`config.mk`:
```
export PLATFORM = sky130hd
export DESIGN_NAME = abx_exec_unit
export DESIGN_NICKNAME = d
export VERILOG_FILES = /design/src/logic/abx_exec_unit.v /design/src/logic/abx_byte_adder.v
export VERILOG_INCLUDE_DIRS = /design/src /design/src/logic
export SDC_FILE = /design/constraint.sdc
export NUM_CORES = 1
export LEC_CHECK = 0
export BUFFER_PORTS_ARGS = -buffer_cell sky130_fd_sc_hd__buf_2
export CAP_MARGIN = 20
export CORE_AREA = 2 2 263 265
export DETAILED_ROUTE_END_ITERATION = 10
export DIE_AREA = 0 0 265 267
export GPL_TIMING_DRIVEN = 0
export PLACE_DENSITY = 0.55
export SYNTH_ARGS = -nofsm -noshare
export SYNTH_HDL_FRONTEND = slang
export SYNTH_SLANG_ARGS = --single-unit
```
`constraint.sdc`:
```
create_clock -name core_clk -period 5.25 [get_ports core_clk]
set_input_delay 0.525 -clock core_clk [delete_from_list [all_inputs] [get_ports core_clk]]
set_output_delay 0.525 -clock core_clk [all_outputs]
set_load 0.01 [all_outputs]
```
`src/logic/abx_consts.vh`:
```
// constants for the abx execution unit: operation codes, flags, cycle counts
`ifndef ABX_CONSTS_VH
`define ABX_CONSTS_VH

// operation codes, 5 bits
`define ABX_OP_SUM            5'h00
`define ABX_OP_SUM_CARRY      5'h01
`define ABX_OP_WORD_SUM       5'h02
`define ABX_OP_DIFF           5'h03
`define ABX_OP_DIFF_IMM       5'h04
`define ABX_OP_BORROW         5'h05
`define ABX_OP_BORROW_IMM     5'h06
`define ABX_OP_WORD_DIFF      5'h07
`define ABX_OP_AND            5'h08
`define ABX_OP_AND_IMM        5'h09
`define ABX_OP_OR             5'h0A
`define ABX_OP_OR_IMM         5'h0B
`define ABX_OP_XOR            5'h0C
`define ABX_OP_INVERT         5'h0D
`define ABX_OP_MASK_SET       5'h0E
`define ABX_OP_MASK_CLEAR     5'h0F
`define ABX_OP_PLUS_ONE       5'h10
`define ABX_OP_MINUS_ONE      5'h11
`define ABX_OP_ZERO_SIGN      5'h12
`define ABX_OP_ZEROING        5'h13
`define ABX_OP_ABS_BRANCH     5'h14
`define ABX_OP_REL_BRANCH     5'h15
`define ABX_OP_PTR_BRANCH     5'h16
`define ABX_OP_ABS_CALL       5'h17
`define ABX_OP_REL_CALL       5'h18
`define ABX_OP_PTR_CALL       5'h19
`define ABX_OP_EQUAL_SKIP     5'h1A
`define ABX_OP_MAG            5'h1B
`define ABX_OP_MAG_CARRY      5'h1C
`define ABX_OP_MAG_IMM        5'h1D
`define ABX_OP_BIT_CLR_SKIP   5'h1E

// status flag bit positions
`define ABX_FLAG_C 0
`define ABX_FLAG_Z 1
`define ABX_FLAG_N 2
`define ABX_FLAG_V 3
`define ABX_FLAG_S 4
`define ABX_FLAG_H 5

// reset values
`define ABX_SREG_RST 8'h00
`define ABX_PC_RST 16'h0000
`define ABX_REG_RST 8'h00

// cycle counts per operation
`define ABX_CYC_ALU 2'h1
`define ABX_CYC_WORD 2'h2
`define ABX_CYC_ABS_BRANCH 2'h3
`define ABX_CYC_REL_BRANCH 2'h2
`define ABX_CYC_PTR_BRANCH 2'h2
`define ABX_CYC_ABS_CALL 3'h4
`define ABX_CYC_REL_CALL 2'h3
`define ABX_CYC_PTR_CALL 2'h3
`define ABX_CYC_NO_SKIP 2'h1
`define ABX_CYC_SKIP_ONE 2'h2
`define ABX_CYC_SKIP_TWO 2'h3

// register file layout
`define ABX_PAIR_BASE 2'h3
`define ABX_PTR_LO 5'h1E
`define ABX_PTR_HI 5'h1F
`define ABX_BYTE_ONES 8'hFF

`endif

```
`src/logic/abx_exec_unit.v`:
```
// execution datapath: register file, status flags, program counter
`timescale 1ns/100ps
`default_nettype none
`include "abx_consts.vh"
module abx_exec_unit (
   input wire core_clk,
   input wire rst_b,
   input wire op_valid,
   output wire op_ready,
   input wire [4:0] op_code,
   input wire [4:0] op_dst,
   input wire [4:0] op_src,
   input wire [7:0] op_imm,
   input wire [1:0] op_pair,
   input wire [2:0] op_bit,
   input wire [15:0] op_target,
   input wire next_two_word,
   output reg op_done_q,
   output reg [15:0] pc_q,
   output reg [7:0] sreg_q,
   output reg push_valid_q,
   output reg [15:0] push_addr_q,
   input wire ext_wr_en,
   input wire [4:0] ext_wr_addr,
   input wire [7:0] ext_wr_data,
   input wire [4:0] rd_addr,
   output reg [7:0] rd_data_q
);
   // =========================================================
   // state
   // =========================================================
   reg [7:0] rf_q [0:31];
   reg [1:0] busy_q;
   integer i;

   wire accept;
   assign op_ready = (busy_q == 2'h0);
   assign accept = op_valid && op_ready;

   // =========================================================
   // operand selection
   // =========================================================
   reg [7:0] opa;
   reg [7:0] opb;
   reg add_cin;
   reg add_sub;
   wire [7:0] add_res;
   wire add_c;
   wire add_h;
   wire add_v;

   wire [4:0] pair_lo;
   wire [4:0] pair_hi;
   wire [15:0] word_in;
   wire [16:0] word_sum;
   wire [16:0] word_dif;
   wire [15:0] ptr;
   wire [15:0] rel_target;
   wire [15:0] pc_inc;

   assign pair_lo = {`ABX_PAIR_BASE, op_pair, 1'b0};
   assign pair_hi = {`ABX_PAIR_BASE, op_pair, 1'b1};
   assign word_in = {rf_q[pair_hi], rf_q[pair_lo]};
   // immediate range of the word forms is 0..63
   assign word_sum = {1'b0, word_in} + {11'h000, op_imm[5:0]};
   assign word_dif = {1'b0, word_in} - {11'h000, op_imm[5:0]};
   assign ptr = {rf_q[`ABX_PTR_HI], rf_q[`ABX_PTR_LO]};
   assign rel_target = pc_q + {{4{op_target[11]}}, op_target[11:0]} +
      16'h0001;
   assign pc_inc = pc_q + 16'h0001;

   always @* begin
      opa = rf_q[op_dst];
      opb = rf_q[op_src];
      add_cin = 1'b0;
      add_sub = 1'b0;
      case (op_code)
         `ABX_OP_SUM_CARRY: begin
            add_cin = sreg_q[`ABX_FLAG_C];
         end
         `ABX_OP_DIFF, `ABX_OP_MAG: begin
            add_sub = 1'b1;
         end
         `ABX_OP_DIFF_IMM, `ABX_OP_MAG_IMM: begin
            opb = op_imm;
            add_sub = 1'b1;
         end
         `ABX_OP_BORROW, `ABX_OP_MAG_CARRY: begin
            add_sub = 1'b1;
            add_cin = sreg_q[`ABX_FLAG_C];
         end
         `ABX_OP_BORROW_IMM: begin
            opb = op_imm;
            add_sub = 1'b1;
            add_cin = sreg_q[`ABX_FLAG_C];
         end
         `ABX_OP_PLUS_ONE: begin
            opb = 8'h01;
         end
         `ABX_OP_MINUS_ONE: begin
            opb = 8'h01;
            add_sub = 1'b1;
         end
         default: begin
            opb = rf_q[op_src];
         end
      endcase
   end

   abx_byte_adder u_adder (
      .a(opa),
      .b(opb),
      .cin(add_cin),
      .sub(add_sub),
      .res(add_res),
      .c(add_c),
      .h(add_h),
      .v(add_v)
   );

   // =========================================================
   // result, flags, program counter and cycle count
   // =========================================================
   reg [7:0] res;
   reg wr_byte;
   reg wr_word;
   reg [15:0] word_res;
   reg [7:0] sreg_d;
   reg [15:0] pc_d;
   reg [2:0] cycles;
   reg push;
   reg [15:0] push_addr;
   reg skip;

   // write Z,N,V of a byte result with the given V; others untouched
   task set_znv;
      input [7:0] r;
      input vv;
      begin
         sreg_d[`ABX_FLAG_Z] = (r == 8'h00);
         sreg_d[`ABX_FLAG_N] = r[7];
         sreg_d[`ABX_FLAG_V] = vv;
      end
   endtask

   always @* begin
      res = add_res;
      wr_byte = 1'b0;
      wr_word = 1'b0;
      word_res = word_sum[15:0];
      sreg_d = sreg_q;
      pc_d = pc_inc;
      cycles = {1'b0, `ABX_CYC_ALU};
      push = 1'b0;
      push_addr = pc_inc;
      skip = 1'b0;
      case (op_code)
         `ABX_OP_SUM, `ABX_OP_SUM_CARRY, `ABX_OP_DIFF, `ABX_OP_DIFF_IMM,
         `ABX_OP_BORROW, `ABX_OP_BORROW_IMM: begin
            wr_byte = 1'b1;
            set_znv(add_res, add_v);
            sreg_d[`ABX_FLAG_C] = add_c;
            sreg_d[`ABX_FLAG_H] = add_h;
         end
         `ABX_OP_MAG, `ABX_OP_MAG_CARRY, `ABX_OP_MAG_IMM: begin
            set_znv(add_res, add_v);
            sreg_d[`ABX_FLAG_C] = add_c;
            sreg_d[`ABX_FLAG_H] = add_h;
         end
         `ABX_OP_WORD_SUM: begin
            wr_word = 1'b1;
            cycles = {1'b0, `ABX_CYC_WORD};
            sreg_d[`ABX_FLAG_Z] = (word_sum[15:0] == 16'h0000);
            sreg_d[`ABX_FLAG_N] = word_sum[15];
            sreg_d[`ABX_FLAG_V] = ~word_in[15] & word_sum[15];
            sreg_d[`ABX_FLAG_C] = word_in[15] & ~word_sum[15];
            sreg_d[`ABX_FLAG_S] = word_sum[15] ^
               (~word_in[15] & word_sum[15]);
         end
         `ABX_OP_WORD_DIFF: begin
            wr_word = 1'b1;
            word_res = word_dif[15:0];
            cycles = {1'b0, `ABX_CYC_WORD};
            sreg_d[`ABX_FLAG_Z] = (word_dif[15:0] == 16'h0000);
            sreg_d[`ABX_FLAG_N] = word_dif[15];
            sreg_d[`ABX_FLAG_V] = word_in[15] & ~word_dif[15];
            sreg_d[`ABX_FLAG_C] = word_dif[15] & ~word_in[15];
            sreg_d[`ABX_FLAG_S] = word_dif[15] ^
               (word_in[15] & ~word_dif[15]);
         end
         `ABX_OP_AND, `ABX_OP_AND_IMM, `ABX_OP_ZERO_SIGN: begin
            if (op_code == `ABX_OP_AND_IMM) begin
               res = opa & op_imm;
            end else if (op_code == `ABX_OP_ZERO_SIGN) begin
               res = opa & opa;
            end else begin
               res = opa & opb;
            end
            wr_byte = (op_code != `ABX_OP_ZERO_SIGN);
            set_znv(res, 1'b0);
         end
         `ABX_OP_OR, `ABX_OP_OR_IMM, `ABX_OP_MASK_SET: begin
            res = opa | ((op_code == `ABX_OP_OR) ? opb : op_imm);
            wr_byte = 1'b1;
            set_znv(res, 1'b0);
         end
         `ABX_OP_XOR, `ABX_OP_ZEROING: begin
            // zeroing reads the destination as both operands
            res = opa ^ ((op_code == `ABX_OP_ZEROING) ? opa : opb);
            wr_byte = 1'b1;
            set_znv(res, 1'b0);
         end
         `ABX_OP_MASK_CLEAR: begin
            res = opa & (`ABX_BYTE_ONES - op_imm);
            wr_byte = 1'b1;
            set_znv(res, 1'b0);
         end
         `ABX_OP_INVERT: begin
            res = `ABX_BYTE_ONES - opa;
            wr_byte = 1'b1;
            set_znv(res, 1'b0);
            sreg_d[`ABX_FLAG_C] = 1'b1;
         end
         `ABX_OP_PLUS_ONE, `ABX_OP_MINUS_ONE: begin
            wr_byte = 1'b1;
            set_znv(add_res, add_v);
         end
         `ABX_OP_ABS_BRANCH: begin
            pc_d = op_target;
            cycles = {1'b0, `ABX_CYC_ABS_BRANCH};
         end
         `ABX_OP_REL_BRANCH: begin
            pc_d = rel_target;
            cycles = {1'b0, `ABX_CYC_REL_BRANCH};
         end
         `ABX_OP_PTR_BRANCH: begin
            pc_d = ptr;
            cycles = {1'b0, `ABX_CYC_PTR_BRANCH};
         end
         `ABX_OP_ABS_CALL: begin
            // the absolute form is two words long, so return lands past both
            pc_d = op_target;
            push = 1'b1;
            push_addr = pc_q + 16'h0002;
            cycles = `ABX_CYC_ABS_CALL;
         end
         `ABX_OP_REL_CALL: begin
            pc_d = rel_target;
            push = 1'b1;
            cycles = {1'b0, `ABX_CYC_REL_CALL};
         end
         `ABX_OP_PTR_CALL: begin
            pc_d = ptr;
            push = 1'b1;
            cycles = {1'b0, `ABX_CYC_PTR_CALL};
         end
         `ABX_OP_EQUAL_SKIP: begin
            skip = (opa == opb);
         end
         `ABX_OP_BIT_CLR_SKIP: begin
            skip = ~opa[op_bit];
         end
         default: begin
            pc_d = pc_inc;
         end
      endcase
      if (skip) begin
         if (next_two_word) begin
            pc_d = pc_q + 16'h0003;
            cycles = {1'b0, `ABX_CYC_SKIP_TWO};
         end else begin
            pc_d = pc_q + 16'h0002;
            cycles = {1'b0, `ABX_CYC_SKIP_ONE};
         end
      end
   end

   // =========================================================
   // commit at the accepting edge, then stall for the rest
   // =========================================================
   // results land at once; the stall only holds the cycle count so that
   // the next operation always sees the committed state
   always @(posedge core_clk or negedge rst_b) begin
      if (!rst_b) begin
         for (i = 0; i < 32; i = i + 1) begin
            rf_q[i] <= `ABX_REG_RST;
         end
         busy_q <= 2'h0;
         op_done_q <= 1'b0;
         pc_q <= `ABX_PC_RST;
         sreg_q <= `ABX_SREG_RST;
         push_valid_q <= 1'b0;
         push_addr_q <= 16'h0000;
         rd_data_q <= 8'h00;
      end else begin
         rd_data_q <= rf_q[rd_addr];
         push_valid_q <= accept && push;
         if (accept) begin
            sreg_q <= sreg_d;
            pc_q <= pc_d;
            busy_q <= cycles[1:0] - 2'h1;
            if (cycles == 3'h4) begin
               busy_q <= 2'h3;
            end
            op_done_q <= (cycles == 3'h1);
            if (push) begin
               push_addr_q <= push_addr;
            end
            if (wr_byte) begin
               rf_q[op_dst] <= res;
            end
            if (wr_word) begin
               rf_q[pair_lo] <= word_res[7:0];
               rf_q[pair_hi] <= word_res[15:8];
            end
         end else begin
            if (busy_q != 2'h0) begin
               busy_q <= busy_q - 2'h1;
            end
            op_done_q <= (busy_q == 2'h1);
            // side writes only land while no operation is taken
            if (ext_wr_en) begin
               rf_q[ext_wr_addr] <= ext_wr_data;
            end
         end
      end
   end
endmodule
`default_nettype wire

```
`src/logic/abx_byte_adder.v`:
```
// 8-bit adder/subtractor with carry, half-carry and overflow outputs
`timescale 1ns/100ps
`default_nettype none
module abx_byte_adder (
   input wire [7:0] a,
   input wire [7:0] b,
   input wire cin,
   input wire sub,
   output wire [7:0] res,
   output wire c,
   output wire h,
   output wire v
);
   wire [7:0] b_eff;
   wire cin_eff;
   wire [8:0] sum;
   wire [4:0] low;

   // subtract as a + ~b + ~borrow, then invert carries back to borrows
   assign b_eff = sub ? ~b : b;
   assign cin_eff = sub ? ~cin : cin;
   assign sum = {1'b0, a} + {1'b0, b_eff} + {8'h00, cin_eff};
   assign low = {1'b0, a[3:0]} + {1'b0, b_eff[3:0]} + {4'h0, cin_eff};
   assign res = sum[7:0];
   assign c = sub ? ~sum[8] : sum[8];
   assign h = sub ? ~low[4] : low[4];
   assign v = (a[7] == b_eff[7]) && (sum[7] != a[7]);
endmodule
`default_nettype wire

```
-- Word level (Yosys, flattened, before mapping)
Index checks and enable logic that the tools add are counted.
- bitwise gates (word level): 26
- $add $sub $neg: 15
- shift operators: 0
- divide/modulo/power cells: 0
- order comparisons: 11
- multiplexer cells: 66
- reduce and logical (&&, ||, !) cells: 45
- equal/unequal tests: 37
- $mul: 0
- operators by type and width (cell ; number):
    $mux 256 ; 5
    $bwmux 256 ; 4
    $bmux 8 s5 ; 5
    $demux 8 s5 ; 4
    $mux 8 ; 20
    $eq 5x5->1 const B ; 15
    $mux 16 ; 4
    $logic_not 8->1 ; 6
    $pmux 16 s3 ; 1
    $eq 5x4->1 const B ; 8
    $pmux 8 s5 ; 1
    $ge 6x6->1 const B ; 6
    $not 5->6 ; 6
    $add 16x1->16 const B ; 2
    $add 16x2->16 const B ; 2
    $and 8x8->8 ; 4
    $logic_not 16->1 ; 2
    $lt 6x1->1 const B ; 4
    $pmux 3 s8 ; 1
    $eq 5x3->1 const B ; 4
    $add 16x16->16 ; 1
    $add 16x6->16 ; 1
    $pmux 8 s2 ; 1
    $sub 16x6->16 ; 1
    other kinds (43) ; 92
- memory bits (read-only): 0
- register bits after elaboration: 306
- memories: 0
- memory bits (writable): 0
- input bits: 67
- word-level logic and storage cells: 242
- output and inout port bits: 51
- bits in latches: 0

-- Logic depth before layout (Yosys ltp)
- depth in word-level cells: 17
- mapped depth: 22
- gate-level depth less buffers: 18

-- By module
Synthesis repeated with hierarchy kept, for this count alone.
- cell total of the unflattened synthesis: 3129
- area total of the unflattened synthesis: 26698.1 um2
- by module, submodules not included (module ; seq. area each (um2) ; cells each ; times used ; area each (um2)):
    abx_exec_unit ; 7657.3 ; 3079 ; 1 ; 26273.9
    abx_byte_adder ; 0.0 ; 50 ; 1 ; 424.2

-- Least setup slack after synthesis
OpenSTA, ideal clock, no wires.
- path type: in2reg
- from: input op_pair[0]
- to: register sreg_q[1]
- library setup time: 0.082 ns
- required time: 5.168 ns
- arrival time: 4.953 ns
- setup slack: 0.215 ns
- buffers on the path: 3
- cell stages on the path: 20
- cells stage by stage: clkbuf_1 > buf_1 > clkbuf_1 > mux4_2 > ha_1 > nor2b_1 > o21ai_0 > a21boi_0 > o31a_1 > nor2_1 > nand3b_1 > ha_1 > nand4b_1 > nor3_1 > nand3_1 > nor3_1 > o311ai_0 > nor4_1 > nor3_1 > a31oi_1
- longest elaborated chain between the ends: 7
- elaborated cells on any way between the ends: 13
- those cells by class: add/sub: 2; mux: 7; bitwise: 2; reduce/logical: 2
- RTL lines (what ; line ; source):
    start, declared ; abx_exec_unit.v:14 ; input wire [1:0] op_pair,
    $not 5->6 (not written as such) ; abx_exec_unit.v:63 ; assign word_in = {rf_q[pair_hi], rf_q[pair_lo]};
    $bmux 8 s5 ; abx_exec_unit.v:63 ;
    $mux 8 (not written as such) (2 in series) ; abx_exec_unit.v:63 ;
    $sub 16x6->16 or $add 16x6->16 (tied branches) ; abx_exec_unit.v:66, abx_exec_unit.v:65 ;
    $logic_not 16->1, on equally long branches ; abx_exec_unit.v:184, abx_exec_unit.v:173 ;
    $pmux 3 s8 * ; abx_exec_unit.v:157 ; case (op_code)
    end signal, assigned ; abx_exec_unit.v:291 ; sreg_q <= `ABX_SREG_RST;
    end signal, assigned ; abx_exec_unit.v:299 ; sreg_q <= sreg_d;
    end, declared ; abx_exec_unit.v:20 ; output reg [7:0] sreg_q,
Mark *: on every way between the ends. The rest lies on a longest branch, timed or not. The select of a mux whose other input is x is not followed.
A chain may end at the register's enable or synchronous reset.

-- Worst setup path after layout
- from: register rf_q[88] (netlist name)
- to: register rf_q[192] (netlist name)
- longest elaborated chain between the ends: 16
- elaborated cells on any way between the ends: 40
- those cells by class: add/sub: 5; mux: 28; bitwise: 7
- RTL lines (what ; line ; source):
    start, declared ; abx_exec_unit.v:32 ; reg [7:0] rf_q [0:31];
    start signal, assigned by index ; abx_exec_unit.v:286 ; rf_q[i] <= `ABX_REG_RST;
    start signal, assigned by index ; abx_exec_unit.v:310 ; rf_q[op_dst] <= res;
    start signal, assigned by index ; abx_exec_unit.v:313 ; rf_q[pair_lo] <= word_res[7:0];
    $bmux 8 s5 ; abx_exec_unit.v:74, abx_exec_unit.v:105 ;
    $mux 8 (not written as such) (2 in series) ; abx_exec_unit.v:74, abx_exec_unit.v:105 ;
    $pmux 8 s2 ; abx_exec_unit.v:77 ; case (op_code)
    $not 8->8 or $and 8x8->8 (tied branches) ; abx_byte_adder.v:20, abx_exec_unit.v:197 ;
    $mux 8, on equally long branches ; abx_byte_adder.v:20, abx_exec_unit.v:194 ;
    $add 8x8->9 or $mux 8 (tied branches) ; abx_byte_adder.v:22, abx_exec_unit.v:192 ;
    $add 9x1->9 or $mux 8 (tied branches) ; abx_byte_adder.v:22, abx_exec_unit.v:157 ;
    $pmux 8 s5 ; abx_exec_unit.v:157 ;
    $bwmux 256 ; abx_exec_unit.v:310 ;
    $mux 256 ; abx_exec_unit.v:309 ; if (wr_byte) begin
    $mux 256 ; abx_exec_unit.v:298 ; if (accept) begin
    $bwmux 256 ; abx_exec_unit.v:313 ;
    $bwmux 256 ; abx_exec_unit.v:314 ; rf_q[pair_hi] <= word_res[15:8];
    $mux 256 * ; abx_exec_unit.v:312 ; if (wr_word) begin
    $mux 256 * ; abx_exec_unit.v:298 ;
Marked as above.

==> impl_metrics.csv <==
group,metric,value,unit
critical_path,worstSetupStartpointType,"flip-flop",
routing,drc,0,
sta,finalHoldViolCount,21,
clock_network,clk_pin_slew_worst_paths,0.06,ns
routing,dr.first_iter.drc_count,4675,
placed_design,place_area,0.0289,sq mm
outcome,status,"complete, but fails checks",
global_routing,grtUsageTotal,45.4,%
yosys,synthXorXnorAreaFrac,2.86,%
sta,setup_viol,2,
global_routing,first_global_vias,28216,
critical_path,critPathMaxStageDelay,0.68,ns
critical_path,worstSetupEndpointType,"flip-flop",
die,initial_core_util,39.7,%
placed_design,dpl.hpwl,126,mm
critical_path,crit_required,5.68,ns
critical_path,path_buf_inv,1,
yosys,synth_edf_count,0,
sta,timing.fmax,187,MHz
yosys,ys_async_sr_fraction,100,%
clock_network,cts_root_buffer,"clkbuf_16",
critical_path,path_cells,"mux4_2 -> nand2_1 -> a311o_1 -> o221ai_1 -> or2_2 -> xor2_1 -> fa_2 -> o22ai_1 -> a221oi_1 -> o21ai_2 -> clkbuf_2 -> a22oi_1 -> o21ai_1",
yosys,synth-main-ff-cell,"dfrtp_1",
yosys,synth.area.mux_share,21.4,%
critical_path,worstPathArrival,5.78,ns
outcome,violations,"negative hold slack, negative setup slack",
final_layout,areaGrowthSynthToFinish,14.6,%
placed_design,port_buffers,99,
routing,ant_nets,0,
sta,slew_headroom,11.4,%
clock_network,cts_sinks,306,
routing,vias,30074,
routing,firstDrtPassIters,7,
placed_design,dp.cells,4067,
power_and_ir_drop,total_leakage_power,11.6,nW
critical_path,crit_type,"flip-flop to flip-flop",
critical_path,worst_path_max_delay_cell,"a22oi_1",
placed_design,place.gp.congestion,1.11,
die,placementRows,96,
sta,final-max-slew-violation-count,0,
critical_path,path_delay_family,"compound AO/OA/AOI/OAI gates",
global_routing,grt_max_degree,117,
clock_network,cts_tree,"built",
global_routing,grt_pass1_wl,224,mm
die,fp.dieH,267,um
yosys,synth.avg_cell_area,8.80,sq um
die,design.core.area,0.0680,sq mm
placed_design,pre_cts_slack,-2.13,ns
clock_network,clk_path_buf_depth,3,
power_and_ir_drop,max-vdd-ir-drop,281,uV
yosys,synth-compound-area-share,23.2,%
final_layout,drive_above_1_share,17.9,%
yosys,syn_area,0.0270,sq mm
yosys,synth_top_family_by_area,"compound AO/OA/AOI/OAI gates",
power_and_ir_drop,powerDensity,417,mW/mm^2
yosys,yosys_warnings,0,
yosys,synthDistinctLibCells,99,
clock_network,htreeDepth,2,
routing,wire_per_inst,39.3,um
yosys,yosys.area_share.simple,16.8,%
die,io_pins,118,
yosys,synth_seq_area_share,28.4,%
clock_network,cts_buffers,41,
hold_path,hp-class,"input port to async pin",
sta,final.setup_skew,0.0444,ns
global_routing,antenna_found_initial,18,
routing,drt-vias-per-instance,7.23,
sta,worstMarginPinSlew,1.33,ns
critical_path,cp_max_fo,10,
clock_network,insertion_delay,0.61,ns
routing,drt-total-wl,164,mm
global_routing,global_route.overflow_total,0,
die,die_area,0.0708,sq mm
sta,whs,-0.0762,ns
flow_run,maxCapViolations,0,
clock_network,cts_hold_buf,0,
die,die_w,265,um
final_layout,final_cells,4159,
yosys,synth-seq-cells,306,
yosys,yosys.area_share.adder,2.48,%
sta,finalCritPeriodShare,102,%
yosys,netlist_instances,3066,
final_layout,fin_area,0.0309,sq mm
sta,layout_min_cycle_time,5.34,ns
sta,rsz0062_at_grt,"false",
sta,fin_ws,-0.0948,ns
final_layout,final_nets,3363,
## area by class of cell
cell class / count / area, sq um
timing repair buffer: 139 / 992
inverter: 50 / 189
buffer: 238 / 1260
fill: 6746 / 37100
sequential: 306 / 7660
clock buffer: 56 / 1170
clock inverter: 16 / 184
antenna: 3 / 7.51
multi-input combinational: 2469 / 18300
tap: 882 / 1100
## worst reg2reg max path, cell delays in order, from the launching register on
cell and delay, ns:
dfrtp_2 0.47, mux4_2 0.59, nand2_1 0.12, a311o_1 0.32, o221ai_1 0.20, or2_2 0.41, xor2_1 0.18, fa_2 0.58
o22ai_1 0.07, a221oi_1 0.54, o21ai_2 0.42, clkbuf_2 0.50, a22oi_1 0.69, o21ai_1 0.11
## sequential cells by signal, summed over array words and instances (netlist names)
signal	cells
rf_q	240
pc_q	16
ptr	16
push_addr_q	16
rd_data_q	8
sreg_q	6
busy_q	2
op_done_q	1
push_valid_q	1
## per-layer routing
layer	part of all wire [%]	track usage, %
met3	15	20.7
met4	7.0	25.6
met5	0.11	0
met2	40	62.7
met1	38	58.4
## synthesized netlist by cell type, drive strengths merged (8+ instances only)
cell,count,area share (%)
a21oi,219,4.1
a2bb2oi,8,0.33
ha,47,2.2
nor2b,26,0.60
nor4,18,0.47
nor3,37,0.69
xor2,30,0.97
or3,13,0.30
o211ai,15,0.42
o22ai,70,1.6
o21ai,323,6.0
and2,20,0.46
o221ai,35,1.1
xnor2,58,1.9
o21a,9,0.25
nor3b,11,0.32
mux2,33,1.4
nand2,421,5.9
nand2b,23,0.53
and3,21,0.51
clkbuf,133,1.9
nand4,17,0.45
inv,46,0.64
o22a,64,2.1
a221oi,22,0.76
buf,109,2.3
dfrtp,306,28
mux4,182,15
a22oi,68,1.9
a31oi,28,0.67
mux2i,130,4.8
a222oi,20,0.74
nor2,317,4.4
or2,8,0.19
nand3,40,0.78
a211oi,17,0.49
## report_power, final
part / switching, mW / internal (mW)
Clock: 1.25 / 1.71
Combinational: 4.15 / 2.13
Sequential: 0.870 / 2.77
## kinds of logic (layout without fill, tap and decap cells)
family,Yosys count,in the layout
adder cells (fa/ha/maj),51,51
XOR/XNOR,88,88
other,1,5
AND/OR/NAND/NOR,1006,1006
flip-flops,306,306
AO/OA/AOI/OAI,977,977
multiplexers,345,345
buffers and inverters,292,499
## cell usage in the layout, fill, tap and decap left out, drive strengths merged, types with 8 or more instances in the layout
master / n
clkbuf: 187
o211ai: 15
xnor2: 58
and2: 20
a222oi: 20
o22ai: 70
or2: 8
a2bb2oi: 8
o21a: 9
xor2: 30
nand2: 421
nand2b: 23
mux2: 33
nor4: 18
dfrtp: 306
a221oi: 22
a211oi: 17
nor3b: 11
o21ai: 323
nor2b: 26
nand4: 17
inv: 48
nor2: 317
o22a: 64
nand3: 40
a22oi: 68
clkinv: 11
buf: 245
or3: 13
nor3: 37
mux2i: 130
ha: 47
mux4: 182
a31oi: 28
a21oi: 219
and3: 21
o221ai: 35
## final timing paths
| check | startpoint | endpoint | slack (ns) | cells past startpoint |
|---|---|---|---|---|
| max in group asynchronous | rst_b | rf_q[80]$_DFFE_PN0P_ | 4.01 | 2 |
| setup reg to reg | rf_q[88]$_DFFE_PN0P_ | rf_q[192]$_DFFE_PN0P_ | -0.09 | 13 |
| setup / recovery | rf_q[88]$_DFFE_PN0P_ | rf_q[192]$_DFFE_PN0P_ | -0.09 | 13 |
| min in group core_clk | next_two_word | pc_q[0]$_DFFE_PN0P_ | 0.24 | 3 |
| hold reg to reg | sreg_q[5]$_DFFE_PN0P_ | sreg_q[5]$_DFFE_PN0P_ | 0.49 | 2 |
| hold / removal | rst_b | rf_q[138]$_DFFE_PN0P_ | -0.08 | 1 |
## metrics by stage
step	total power, mW	util, %	hold slack, ns	setup TNS (ns)
6_report	12.9	45.5	-0.0762	-0.136
5_1_grt	13.1	45.5	0.0122	0
4_1_cts	12.4	45.0	0.0309	0
3_5_place_dp	9.31	42.4	0.480	-353.73
3_3_place_gp	9.20	42.0	0.476	-1208.03
2_1_floorplan	6.63	-	0.229	0
## what timing repair did
item / in CTS / in global routing
endpoints found under the setup margin: 240 / 141
setup buffers: 7 / 2
gates resized for setup: 83 / 58
pin swaps: 9 / 5
Power figures use the tool's default switching activity.
